**src/design/sats_defines.svh**
```systemverilog
// Constants of the sensor ADC test port: command codes, widths and timing.
// Assumes the core clock runs at 100 MHz and that nothing else defines these names.
//
// What this block does
// - Device counts as selected only while both select inputs are high.
// - Deselected device floats every digital output and ignores every digital input.
// - The serial data line is used only while the program mode pin is high.
// - While testing, the data line returns the running ROM address and instruction data.
// - After deselect the data line floats until the test system starts a conversion.
// - The serial output carries the running instruction result while programming or testing.
// - The serial output floats whenever the program mode pin is low.
// - The result is a parallel word with bit 11 as its most significant bit.
// - An optional start input lets the system delay conversions for sensor warm-up.
// - In program mode a rising reset edge enables commands; otherwise it is ignored.
// - The data line turns into an output only after command 8 hex or A hex.
// - A strobe pulses at each conversion end while selected; its falling edge may latch the result.
`ifndef SATS_DEFINES_SVH
`define SATS_DEFINES_SVH

`define SATS_CLK_NS 10
`define SATS_CMD_W 4
`define SATS_CMD_CNT_W 3
`define SATS_CMD_ROM_STREAM 4'h8
`define SATS_CMD_ROM_STREAM_ALT 4'ha
`define SATS_RESULT_W 12
`define SATS_RESULT_MSB 11
`define SATS_EOC_NS 50
`define SATS_EOC_CYC ((`SATS_EOC_NS + `SATS_CLK_NS - 1) / `SATS_CLK_NS)
`define SATS_EOC_CNT_W 4

`endif

```
**src/design/sats_pkg.sv**
```systemverilog
// Types shared by the sensor ADC test port.
// Assumes sats_defines.svh is compiled alongside.
package sats_pkg;

  // Pin levels taken from outside the core clock domain.
  typedef struct packed {
    logic sel_a;
    logic sel_b;
    logic prog;
    logic rst;
    logic start;
    logic io;
    logic osc;
  } sats_pins_type;

  // Command receiver states.
  typedef enum logic [2:0] {
    ST_IDLE = 3'b001,
    ST_LISTEN = 3'b010,
    ST_STREAM = 3'b100
  } sats_state_type;

endpackage

```
**src/design/sats_sync.sv**
```systemverilog
// Two flip-flop synchroniser for a group of asynchronous levels.
// Assumes the inputs are slow levels; the first stage feeds only the second.
`timescale 1ns/1ns
`default_nettype none
module sats_sync #(
  parameter int W = 1
) (
  input wire logic i_clk,
  input wire logic i_resetn,
  input wire logic i_ce,
  input wire logic [W-1:0] i_async,
  output var logic [W-1:0] o_sync
);

  logic [W-1:0] meta_q;

  always_ff @(posedge i_clk) begin
    if (!i_resetn) begin
      meta_q <= '0;
      o_sync <= '0;
    end else if (i_ce) begin
      meta_q <= i_async;
      o_sync <= meta_q;
    end
  end

endmodule
`default_nettype wire

```
**src/design/sats_top.sv**
```systemverilog
// Pin-level select logic and serial test port of the sensor ADC.
// Assumes DSP address, instruction, result and conversion data arrive on I_MCLK.
`timescale 1ns/1ns
`default_nettype none
`include "sats_defines.svh"
module sats_top import sats_pkg::*; #(
  parameter int ADDR_W = 8,
  parameter int DATA_W = 16,
  parameter int RES_W = 16
) (
  input wire logic I_MCLK,
  input wire logic I_RESETN,
  input wire logic I_MCE,
  input wire logic I_SELECT_IN_A,
  input wire logic I_SELECT_IN_B,
  input wire logic I_PROGRAM_MODE_PIN,
  input wire logic I_RESET_PIN,
  input wire logic I_CONV_START,
  input wire logic I_OSC_IN_PIN,
  input wire logic I_TEST_SERIAL_IO_I,
  input wire logic [ADDR_W-1:0] I_DSP_ROM_ADDR,
  input wire logic [DATA_W-1:0] I_DSP_INSTR_DATA,
  input wire logic [RES_W-1:0] I_DSP_RESULT,
  input wire logic [`SATS_RESULT_W-1:0] I_RESULT,
  input wire logic I_CONV_DONE,
  output var logic O_TEST_SERIAL_IO_O,
  output var logic O_TEST_SERIAL_IO_OE,
  output var logic O_TEST_SERIAL_OUT,
  output var logic O_TEST_SERIAL_OUT_OE,
  output var logic [`SATS_RESULT_W-1:0] O_RESULT,
  output var logic O_RESULT_OE,
  output var logic O_CONV_DONE_STROBE,
  output var logic O_CONV_DONE_OE,
  output var logic O_CONV_START_REQ,
  output var logic O_CMD_VALID,
  output var logic [`SATS_CMD_W-1:0] O_CMD_CODE
);

  // ****************************************************************
  // Pin synchronisation and edge detection
  // ****************************************************************

  sats_pins_type pins_a;
  sats_pins_type pins_s;
  sats_pins_type pins_q;
  logic [2:0] edge_ok_q;

  assign pins_a = '{sel_a: I_SELECT_IN_A, sel_b: I_SELECT_IN_B, prog: I_PROGRAM_MODE_PIN,
    rst: I_RESET_PIN, start: I_CONV_START, io: I_TEST_SERIAL_IO_I, osc: I_OSC_IN_PIN};

  sats_sync #(.W($bits(sats_pins_type))) u_sync (
    .i_clk(I_MCLK),
    .i_resetn(I_RESETN),
    .i_ce(I_MCE),
    .i_async(pins_a),
    .o_sync(pins_s)
  );

  always_ff @(posedge I_MCLK) begin
    if (!I_RESETN) begin
      pins_q <= '0;
      edge_ok_q <= '0;
    end else if (I_MCE) begin
      pins_q <= pins_s;
      edge_ok_q <= {edge_ok_q[1:0], 1'b1};
    end
  end

  logic sel;
  logic prog;
  logic osc_rise;
  logic osc_fall;
  logic rst_rise;
  logic start_rise;

  assign sel = pins_s.sel_a && pins_s.sel_b;
  assign prog = sel && pins_s.prog;
  assign osc_rise = edge_ok_q[2] && pins_s.osc && !pins_q.osc;
  assign osc_fall = edge_ok_q[2] && !pins_s.osc && pins_q.osc;
  assign rst_rise = edge_ok_q[2] && pins_s.rst && !pins_q.rst;
  assign start_rise = edge_ok_q[2] && sel && pins_s.start && !pins_q.start;

  // ****************************************************************
  // Command receiver
  // ****************************************************************

  sats_state_type state_q;
  logic [`SATS_CMD_W-1:0] cmd_sh_q;
  logic [`SATS_CMD_CNT_W-1:0] cmd_cnt_q;
  logic [`SATS_CMD_W-1:0] cmd_next;
  logic cmd_last;
  logic cmd_stream;

  assign cmd_next = {cmd_sh_q[`SATS_CMD_W-2:0], pins_s.io};
  assign cmd_last = (cmd_cnt_q == `SATS_CMD_CNT_W'(`SATS_CMD_W - 1));
  assign cmd_stream = (cmd_next == `SATS_CMD_ROM_STREAM) ||
    (cmd_next == `SATS_CMD_ROM_STREAM_ALT);

  always_ff @(posedge I_MCLK) begin
    if (!I_RESETN) begin
      state_q <= ST_IDLE;
      cmd_sh_q <= '0;
      cmd_cnt_q <= '0;
      O_CMD_VALID <= 1'b0;
      O_CMD_CODE <= '0;
    end else if (I_MCE) begin
      O_CMD_VALID <= 1'b0;
      if (!prog) begin
        state_q <= ST_IDLE;
      end else begin
        case (state_q)
          ST_IDLE: begin
            if (rst_rise) begin
              state_q <= ST_LISTEN;
              cmd_cnt_q <= '0;
            end
          end
          ST_LISTEN: begin
            if (osc_rise) begin
              cmd_sh_q <= cmd_next;
              cmd_cnt_q <= cmd_last ? '0 : cmd_cnt_q + 1'b1;
              if (cmd_last) begin
                O_CMD_VALID <= 1'b1;
                O_CMD_CODE <= cmd_next;
                if (cmd_stream) begin
                  state_q <= ST_STREAM;
                end
              end
            end
          end
          ST_STREAM: begin
            if (rst_rise) begin
              state_q <= ST_LISTEN;
              cmd_cnt_q <= '0;
            end
          end
          default: begin
            state_q <= ST_IDLE;
          end
        endcase
      end
    end
  end

  // ****************************************************************
  // Serial data line: float hold and address plus instruction stream
  // ****************************************************************

  localparam int IO_W = ADDR_W + DATA_W;
  logic hold_q;
  logic [IO_W-1:0] io_sh_q;
  logic [$clog2(IO_W+1)-1:0] io_cnt_q;

  always_ff @(posedge I_MCLK) begin
    if (!I_RESETN) begin
      hold_q <= 1'b0;
    end else if (I_MCE) begin
      if (!sel) begin
        hold_q <= 1'b1;
      end else if (start_rise) begin
        hold_q <= 1'b0;
      end
    end
  end

  always_ff @(posedge I_MCLK) begin
    if (!I_RESETN) begin
      io_sh_q <= '0;
      io_cnt_q <= '0;
      O_TEST_SERIAL_IO_O <= 1'b0;
      O_TEST_SERIAL_IO_OE <= 1'b0;
    end else if (I_MCE) begin
      O_TEST_SERIAL_IO_OE <= prog && !hold_q && (state_q == ST_STREAM);
      if (state_q != ST_STREAM) begin
        io_cnt_q <= '0;
      end else if (osc_fall) begin
        if (io_cnt_q == '0) begin
          io_sh_q <= {I_DSP_ROM_ADDR, I_DSP_INSTR_DATA};
          O_TEST_SERIAL_IO_O <= I_DSP_ROM_ADDR[ADDR_W-1];
          io_cnt_q <= ($clog2(IO_W+1))'(IO_W - 1);
        end else begin
          io_sh_q <= {io_sh_q[IO_W-2:0], 1'b0};
          O_TEST_SERIAL_IO_O <= io_sh_q[IO_W-2];
          io_cnt_q <= io_cnt_q - 1'b1;
        end
      end
    end
  end

  // ****************************************************************
  // Serial result output
  // ****************************************************************

  logic [RES_W-1:0] res_sh_q;
  logic [$clog2(RES_W+1)-1:0] res_cnt_q;

  always_ff @(posedge I_MCLK) begin
    if (!I_RESETN) begin
      res_sh_q <= '0;
      res_cnt_q <= '0;
      O_TEST_SERIAL_OUT <= 1'b0;
      O_TEST_SERIAL_OUT_OE <= 1'b0;
    end else if (I_MCE) begin
      O_TEST_SERIAL_OUT_OE <= prog;
      if (!prog) begin
        res_cnt_q <= '0;
      end else if (osc_fall) begin
        if (res_cnt_q == '0) begin
          res_sh_q <= I_DSP_RESULT;
          O_TEST_SERIAL_OUT <= I_DSP_RESULT[RES_W-1];
          res_cnt_q <= ($clog2(RES_W+1))'(RES_W - 1);
        end else begin
          res_sh_q <= {res_sh_q[RES_W-2:0], 1'b0};
          O_TEST_SERIAL_OUT <= res_sh_q[RES_W-2];
          res_cnt_q <= res_cnt_q - 1'b1;
        end
      end
    end
  end

  // ****************************************************************
  // Parallel result, end of conversion strobe and conversion start
  // ****************************************************************

  logic [`SATS_EOC_CNT_W-1:0] eoc_cnt_q;

  always_ff @(posedge I_MCLK) begin
    if (!I_RESETN) begin
      O_RESULT <= '0;
      O_RESULT_OE <= 1'b0;
      O_CONV_DONE_OE <= 1'b0;
      O_CONV_DONE_STROBE <= 1'b0;
      O_CONV_START_REQ <= 1'b0;
      eoc_cnt_q <= '0;
    end else if (I_MCE) begin
      O_RESULT_OE <= sel;
      O_CONV_DONE_OE <= sel;
      O_CONV_START_REQ <= sel && pins_s.start;
      if (I_CONV_DONE && sel) begin
        O_RESULT <= I_RESULT;
        O_CONV_DONE_STROBE <= 1'b1;
        eoc_cnt_q <= `SATS_EOC_CNT_W'(`SATS_EOC_CYC - 1);
      end else if (eoc_cnt_q != '0) begin
        eoc_cnt_q <= eoc_cnt_q - 1'b1;
      end else begin
        O_CONV_DONE_STROBE <= 1'b0;
      end
    end
  end
endmodule
`default_nettype wire

```
**config.mk**
```make
export PLATFORM = sky130hd
export DESIGN_NAME = sats_top
export DESIGN_NICKNAME = d
export VERILOG_FILES = /design/src/design/sats_pkg.sv /design/src/design/sats_sync.sv /design/src/design/sats_top.sv
export VERILOG_INCLUDE_DIRS = /design/src /design/src/design
export SDC_FILE = /design/constraint.sdc
export NUM_CORES = 1
export LEC_CHECK = 0
export ABC_AREA = 1
export BUFFER_PORTS_ARGS = -buffer_cell sky130_fd_sc_hd__buf_2
export CAP_MARGIN = 20
export CORE_MARGIN = 8
export CORE_UTILIZATION = 30
export DETAILED_ROUTE_END_ITERATION = 10
export PLACE_DENSITY_LB_ADDON = 0.12
export SLEW_MARGIN = 20
export SYNTH_ARGS = -nofsm -noshare
export SYNTH_HDL_FRONTEND = slang
export SYNTH_SLANG_ARGS = --single-unit
```
**constraint.sdc**
```tcl
create_clock -name I_MCLK -period 1.4 [get_ports I_MCLK]
set_input_delay 0.21 -clock I_MCLK [delete_from_list [all_inputs] [get_ports I_MCLK]]
set_output_delay 0.21 -clock I_MCLK [all_outputs]
set_load 0.005 [all_outputs]
```
# [Yosys cells after proc, flatten, opt, wreduce, memory -nomap -nowiden]
# Index checks and enable logic that the tools add are counted.
[totals] output_inout_bits=25 elab_cells=116 regBits=106 input_bits=63
[op_classes] muxes=30 addsub=4 n_eq_ne=16 bitwise_logic=1 reduce_logical=40
[op_table] cell="$mux 5" count=6
[op_table] cell="$mux 3" count=8
[op_table] cell="$mux 23" count=1
[op_table] cell="$logic_and 1x1->1" count=15
[op_table] cell="$mux 15" count=1
[op_table] cell="$reduce_and 5->1" count=3
[op_table] cell="$ne 3x3->1 const B" count=4
[op_table] cell="$pmux 3 s2" count=2
[op_table] cell="$reduce_and 2->1" count=6
[op_table] cell="$logic_not 5->1" count=2
[op_table] cell="$mux 1" count=10
[op_table] cell="$sub 5x1->5 const B" count=2
[op_table] cell="$eq 4x4->1 const B" count=2
[op_table] cell="$mux 4" count=2
[op_table] cell="$eq 3x2->1 const B" count=2
[op_table] cell="$ne 2x1->1 const B" count=3
[op_table] cell="$reduce_and 3->1" count=2
[op_table] cell="$reduce_bool 2->1" count=3
[op_table] cell="$logic_not 1->1" count=5
[op_table] cell="$ne 2x2->1 const B" count=2
[op_table] cell="$reduce_and 4->1" count=1
[op_table] cell="$reduce_bool 4->1" count=1
[op_table] cell="$sub 4x1->4 const B" count=1
[op_table] cell="$add 3x1->3 const B" count=1
[op_table] cell="6 further kinds" count=6

# [Depth between registers and ports, before layout]
[logic_depth] word_depth=7 ltp_mapped=10 depth_no_buf=10

# [Hierarchy]
# A second synthesis with hierarchy kept.
[hier_totals] hier_cells=646 hier_area_um2=4634.4
[modules_own_cells] module="sats_top" n_inst=1 seq_area_each_um2=1841.8 area_each_um2=4016.4 cells_per_inst=558
[modules_own_cells] module="sats_sync" n_inst=1 seq_area_each_um2=280.3 area_each_um2=618.1 cells_per_inst=88

# [Least setup slack after synthesis]
# Ideal clock, no wire load.
[synth_timing] path_type="reg2reg" from="reg io_cnt_q[0]" to="reg io_sh_q[11]" stages_incl_launch_ff=8 setup_time_ps=138 required_time_ps=1262 arrival_time_ps=1323 setup_slack_ps=-62 path_cell_list="dfxtp_1 -> inv_1 -> ha_1 -> nand4_1 -> buf_2 -> buf_2 -> o211ai_1 -> a21oi_1"
[synth_via] elab_chain_cells=2
[synth_rtl] item="start: declaration" line_no="sats_top.sv:152" source="logic [$clog2(IO_W+1)-1:0] io_cnt_q;"
[synth_rtl] item="start signal: assignment" line_no="sats_top.sv:180" source="io_cnt_q <= ($clog2(IO_W+1))'(IO_W - 1);"
[synth_rtl] item="start signal: assignment" line_no="sats_top.sv:184" source="io_cnt_q <= io_cnt_q - 1'b1;"
[synth_rtl] item="$logic_not 5->1" line_no="sats_top.sv:177" source="if (io_cnt_q == '0) begin"
[synth_rtl] item="$mux 23" line_no="sats_top.sv:177"
[synth_rtl] item="end signal: assignment" line_no="sats_top.sv:178" source="io_sh_q <= {I_DSP_ROM_ADDR, I_DSP_INSTR_DATA};"
[synth_rtl] item="end signal: assignment" line_no="sats_top.sv:182" source="io_sh_q <= {io_sh_q[IO_W-2:0], 1'b0};"
[synth_rtl] item="end: declaration" line_no="sats_top.sv:151" source="logic [IO_W-1:0] io_sh_q;"
# Every way passes these cells.
# A chain may end at the register's enable or synchronous reset.

# [Worst setup path after layout]
[layout_timing] from="reg pins_q[0] in the netlist's numbering" to="reg io_sh_q[0]"
[layout_via] elab_chain_cells=2
[layout_rtl] item="start: declaration" line_no="sats_top.sv:45" source="sats_pins_type pins_q;"
[layout_rtl] item="start signal: assignment" line_no="sats_top.sv:64" source="pins_q <= pins_s;"
[layout_rtl] item="$logic_and 1x1->1" line_no="sats_top.sv:79" source="assign osc_fall = edge_ok_q[2] && !pins_s.osc && pins_q.osc;"
[layout_rtl] item="$reduce_and 3->1 (no source line)"
# Every way passes these cells.

==> run metrics <==
width of the die=141 µm; relative slew slack=0.809; Final Hold Viols=0; pin count of the biggest net entering global routing=36; mux share of post-synthesis cell area=0; dpl hpwl=8160 µm; Synth Area in Adders=0.0106; Seq pwr share=0.521; Syn Nets=684; CP Depth=5; post-synthesis sequential area ratio=0.450; Comb pwr share=0.109; CTS tree=built; worst-margin pin slew=around 0.29 ns; Slew Viols, Final=0; # IOs=88; # placed instances=just over 900; largest delay contributor family on the critical path=simple AND/OR/NAND/NOR gates; crit share post-route=0.959; critical path endpoint category=register; initial antenna violation count=0; post-synth cell types=35; grt ovf=0; area leader, netlist=dfxtp_1; Cell Chain, Critical Path=nand2_1, nor3_4, nand2_4, buf_12, a211oi_1; maxcap violations=0; largest family of logic cells by synthesized area=simple AND/OR/NAND/NOR gates; critical path arrival=around 1.6 ns; Worst-path clk slew=around 0.070 ns; Routed Wire Length=about 12,000 µm; minimum clock period=1.34 ns; CTS Buf Count=9; clock sink total=roughly 110; Routed Antenna Nets=0; RePlAce Congestion=roughly 0.76; crit path launch type=register; post-synth top area share=0.450; drt drc=0; clk buf depth=2; post-synthesis cell area=about 4700 µm²; first drt pass iteration count=6; ys async rst share=0; number of global-route vias before repair=about 4,000; Int Pwr=4.58 mW; Starting DRT DRC Count=142; Core Footprint=between 15,000 and 20,000 µm²; port buffer count=87; WHS Path Cells=3; placement row count=46; Sw Pwr=1.56 mW; post-synthesis xor/xnor area fraction=0.00557; VDD IR max=between 0.5 and 0.6 mV; Sw Ratio=0.254; fmax=between 700 and 800 MHz; fin cells=942; CP Class=reg -> reg; Syn Inst Count=617; Initial Utilization=0.302; RSZ-0062 raised after global routing=true; die height=141 µm; Post-synth top flop=dfxtp_1; Synth Register Bits=approximately 110; Bufs and invs on worst path=1; routed vias=roughly 4,300; Post-synth EDFFs=0; list of most frequent post-synthesis cells=nand2_1 (125), dfxtp_1 (106), nor2_1 (82); CP required=1.66 ns; Simple-Gate Fraction of Synth Area=0.220; cell area power density=roughly 1000 nW/µm²; Leakage=~2.4 nW; Slowest Stage Delay on Critical Path=around 0.37 ns; Setup violations, final=0; layout cell share with drive strength beyond 1=0.320; Yosys warning count=0; ant diodes=0; Clock Skew=between 0.007 and 0.008 ns; Total Power=6.13 mW; cell depth of the worst flop-to-flop path=5; first-pass GRT wire length=about 19,000 µm; syn avg cell area=approximately 7.6 µm²; post-DR vias/cell=4.52; worst skew pair latency=0.35 ns; layout net count=about 800; root buffer cell=clkbuf_16; CP max-delay cell=dfxtp_4; hold crit path type=in -> reg; clock power share=0.370; Die Area=20,000 µm²; Tot GR Track Use=0.118; status=finished, final reports clean; Synth area leaders=dfxtp_1 (45%), nand2_1 (9.9%), nor2_1 (6.5%); H-Tree Level Count=3; compound-gate portion of the synthesized area=0.220; CP max FO=25; routed len/inst=13.0 µm; Layout area overhead=29.7%; count leader, synth=nand2_1
-- cell type report --
cell class,instances,area [µm²]
Multi-Input combinational cell,413,2260
Fill cell,1630,9480
Timing Repair Buffer,129,922
Clock inverter,4,22.5
Tap cell,216,270
Sequential cell,106,2150
Inverter,64,258
Timing Repair inverter,1,8.76
Clock buffer,9,225
-- worst reg2reg max path, stage by stage, from the launching register on --
cell	delay, ns
dfxtp_4	0.37
nand2_1	0.08
nor3_4	0.25
nand2_4	0.15
buf_12	0.19
a211oi_1	0.23
-- state kept, by name, summed over array words and instances (netlist names), 3 cells and up --
signal and cells:
O_CMD_CODE 4, O_RESULT 12, cmd_cnt_q 3, cmd_sh_q 3
edge_ok_q 3, eoc_cnt_q 4, io_cnt_q 5, io_sh_q 23
pins_q 3, res_cnt_q 5, res_sh_q 15, state_q 3
u_sync.meta_q 7, u_sync.o_sync 7
-- placed cells by master (no fill, tap or decap), types with 2 or more instances in the layout --
cell and n:
clkbuf_16 12, o21ai_0 54, nor2_4 5, nor3_1 4, nor2_1 78, nand2_1 114
a21oi_1 35, buf_12 7, nand3_4 2, nand3_2 3, inv_4 2, a211oi_1 3
nand2_2 11, o211ai_2 15, nor2_2 2, ha_1 2, dfxtp_4 3, a21oi_2 19
clkinv_2 3, buf_2 87, xor2_1 2, buf_4 28, dfxtp_1 92, buf_6 3
inv_2 8, inv_1 53, a31oi_1 15, o211ai_1 10, o21ai_1 9, ha_4 2
nor3_4 2, nand3_1 19, dfxtp_2 11, nand2_4 2
-- repair_timing --
action                                  in CTS  in global routing
setup buffers                                1                  7
endpoints found under the setup margin      17                 70
hold endpoints to repair                     0                  0
hold buffers                                 0                  0
gates cloned                                 1                  5
pin swaps                                    0                 12
gates resized for setup                      8                 42
-- metal layers --
layer  up-vias  wire length, µm  global-route usage
met4         0              204              0.0543
li1       2230                -                   -
met5         -                0                   0
met3        13              633              0.0306
met1      1928             5780               0.145
met2        85             5590               0.191
-- final timing paths --
check / start / end / slack, ns
setup / recovery: pins_q[0] / io_sh_q[0] / 0.06
hold / removal: I_PROGRAM_MODE_PIN / u_sync.meta_q[4] / 0.08
setup reg to reg: pins_q[0] / io_sh_q[0] / 0.06
hold reg to reg: pins_q[3] / pins_q[3] / 0.46
-- metrics by stage --
stage	hold slack [ns]	cell area, µm²	utilization	TNS (ns)	worst slack (ns)
2_1_floorplan	0.345	4790	-	0	0.0148
3_3_place_gp	0.432	5570	0.357	-0.0407	-0.0231
3_5_place_dp	0.427	5570	0.357	-0.214	-0.0462
4_1_cts	0.0672	5880	0.377	0	0.00210
5_1_grt	0.0875	6120	0.392	-0.0825	-0.0231
6_report	0.0817	6120	0.392	0	0.0579
-- logic make-up (layout without fill, tap and decap cells) --
| group | count (synthesis) | after routing |
|---|---|---|
| xor+xnor | 3 | 3 |
| fa+ha+maj | 4 | 4 |
| compound gates | 161 | 161 |
| buf+inv | 98 | 207 |
| flops | 106 | 106 |
| simple gates | 245 | 245 |
-- power groups by stage --
stage	combinational (mW)	sequential, mW	clock, mW
6_report	0.670	3.19	2.27
4_1_cts	0.672	3.19	2.38
2_1_floorplan	0.452	3.24	0
3_3_place_gp	0.654	3.26	0
5_1_grt	0.768	3.20	2.49
3_5_place_dp	0.667	3.26	0
(Power assumes the default switching activity.)
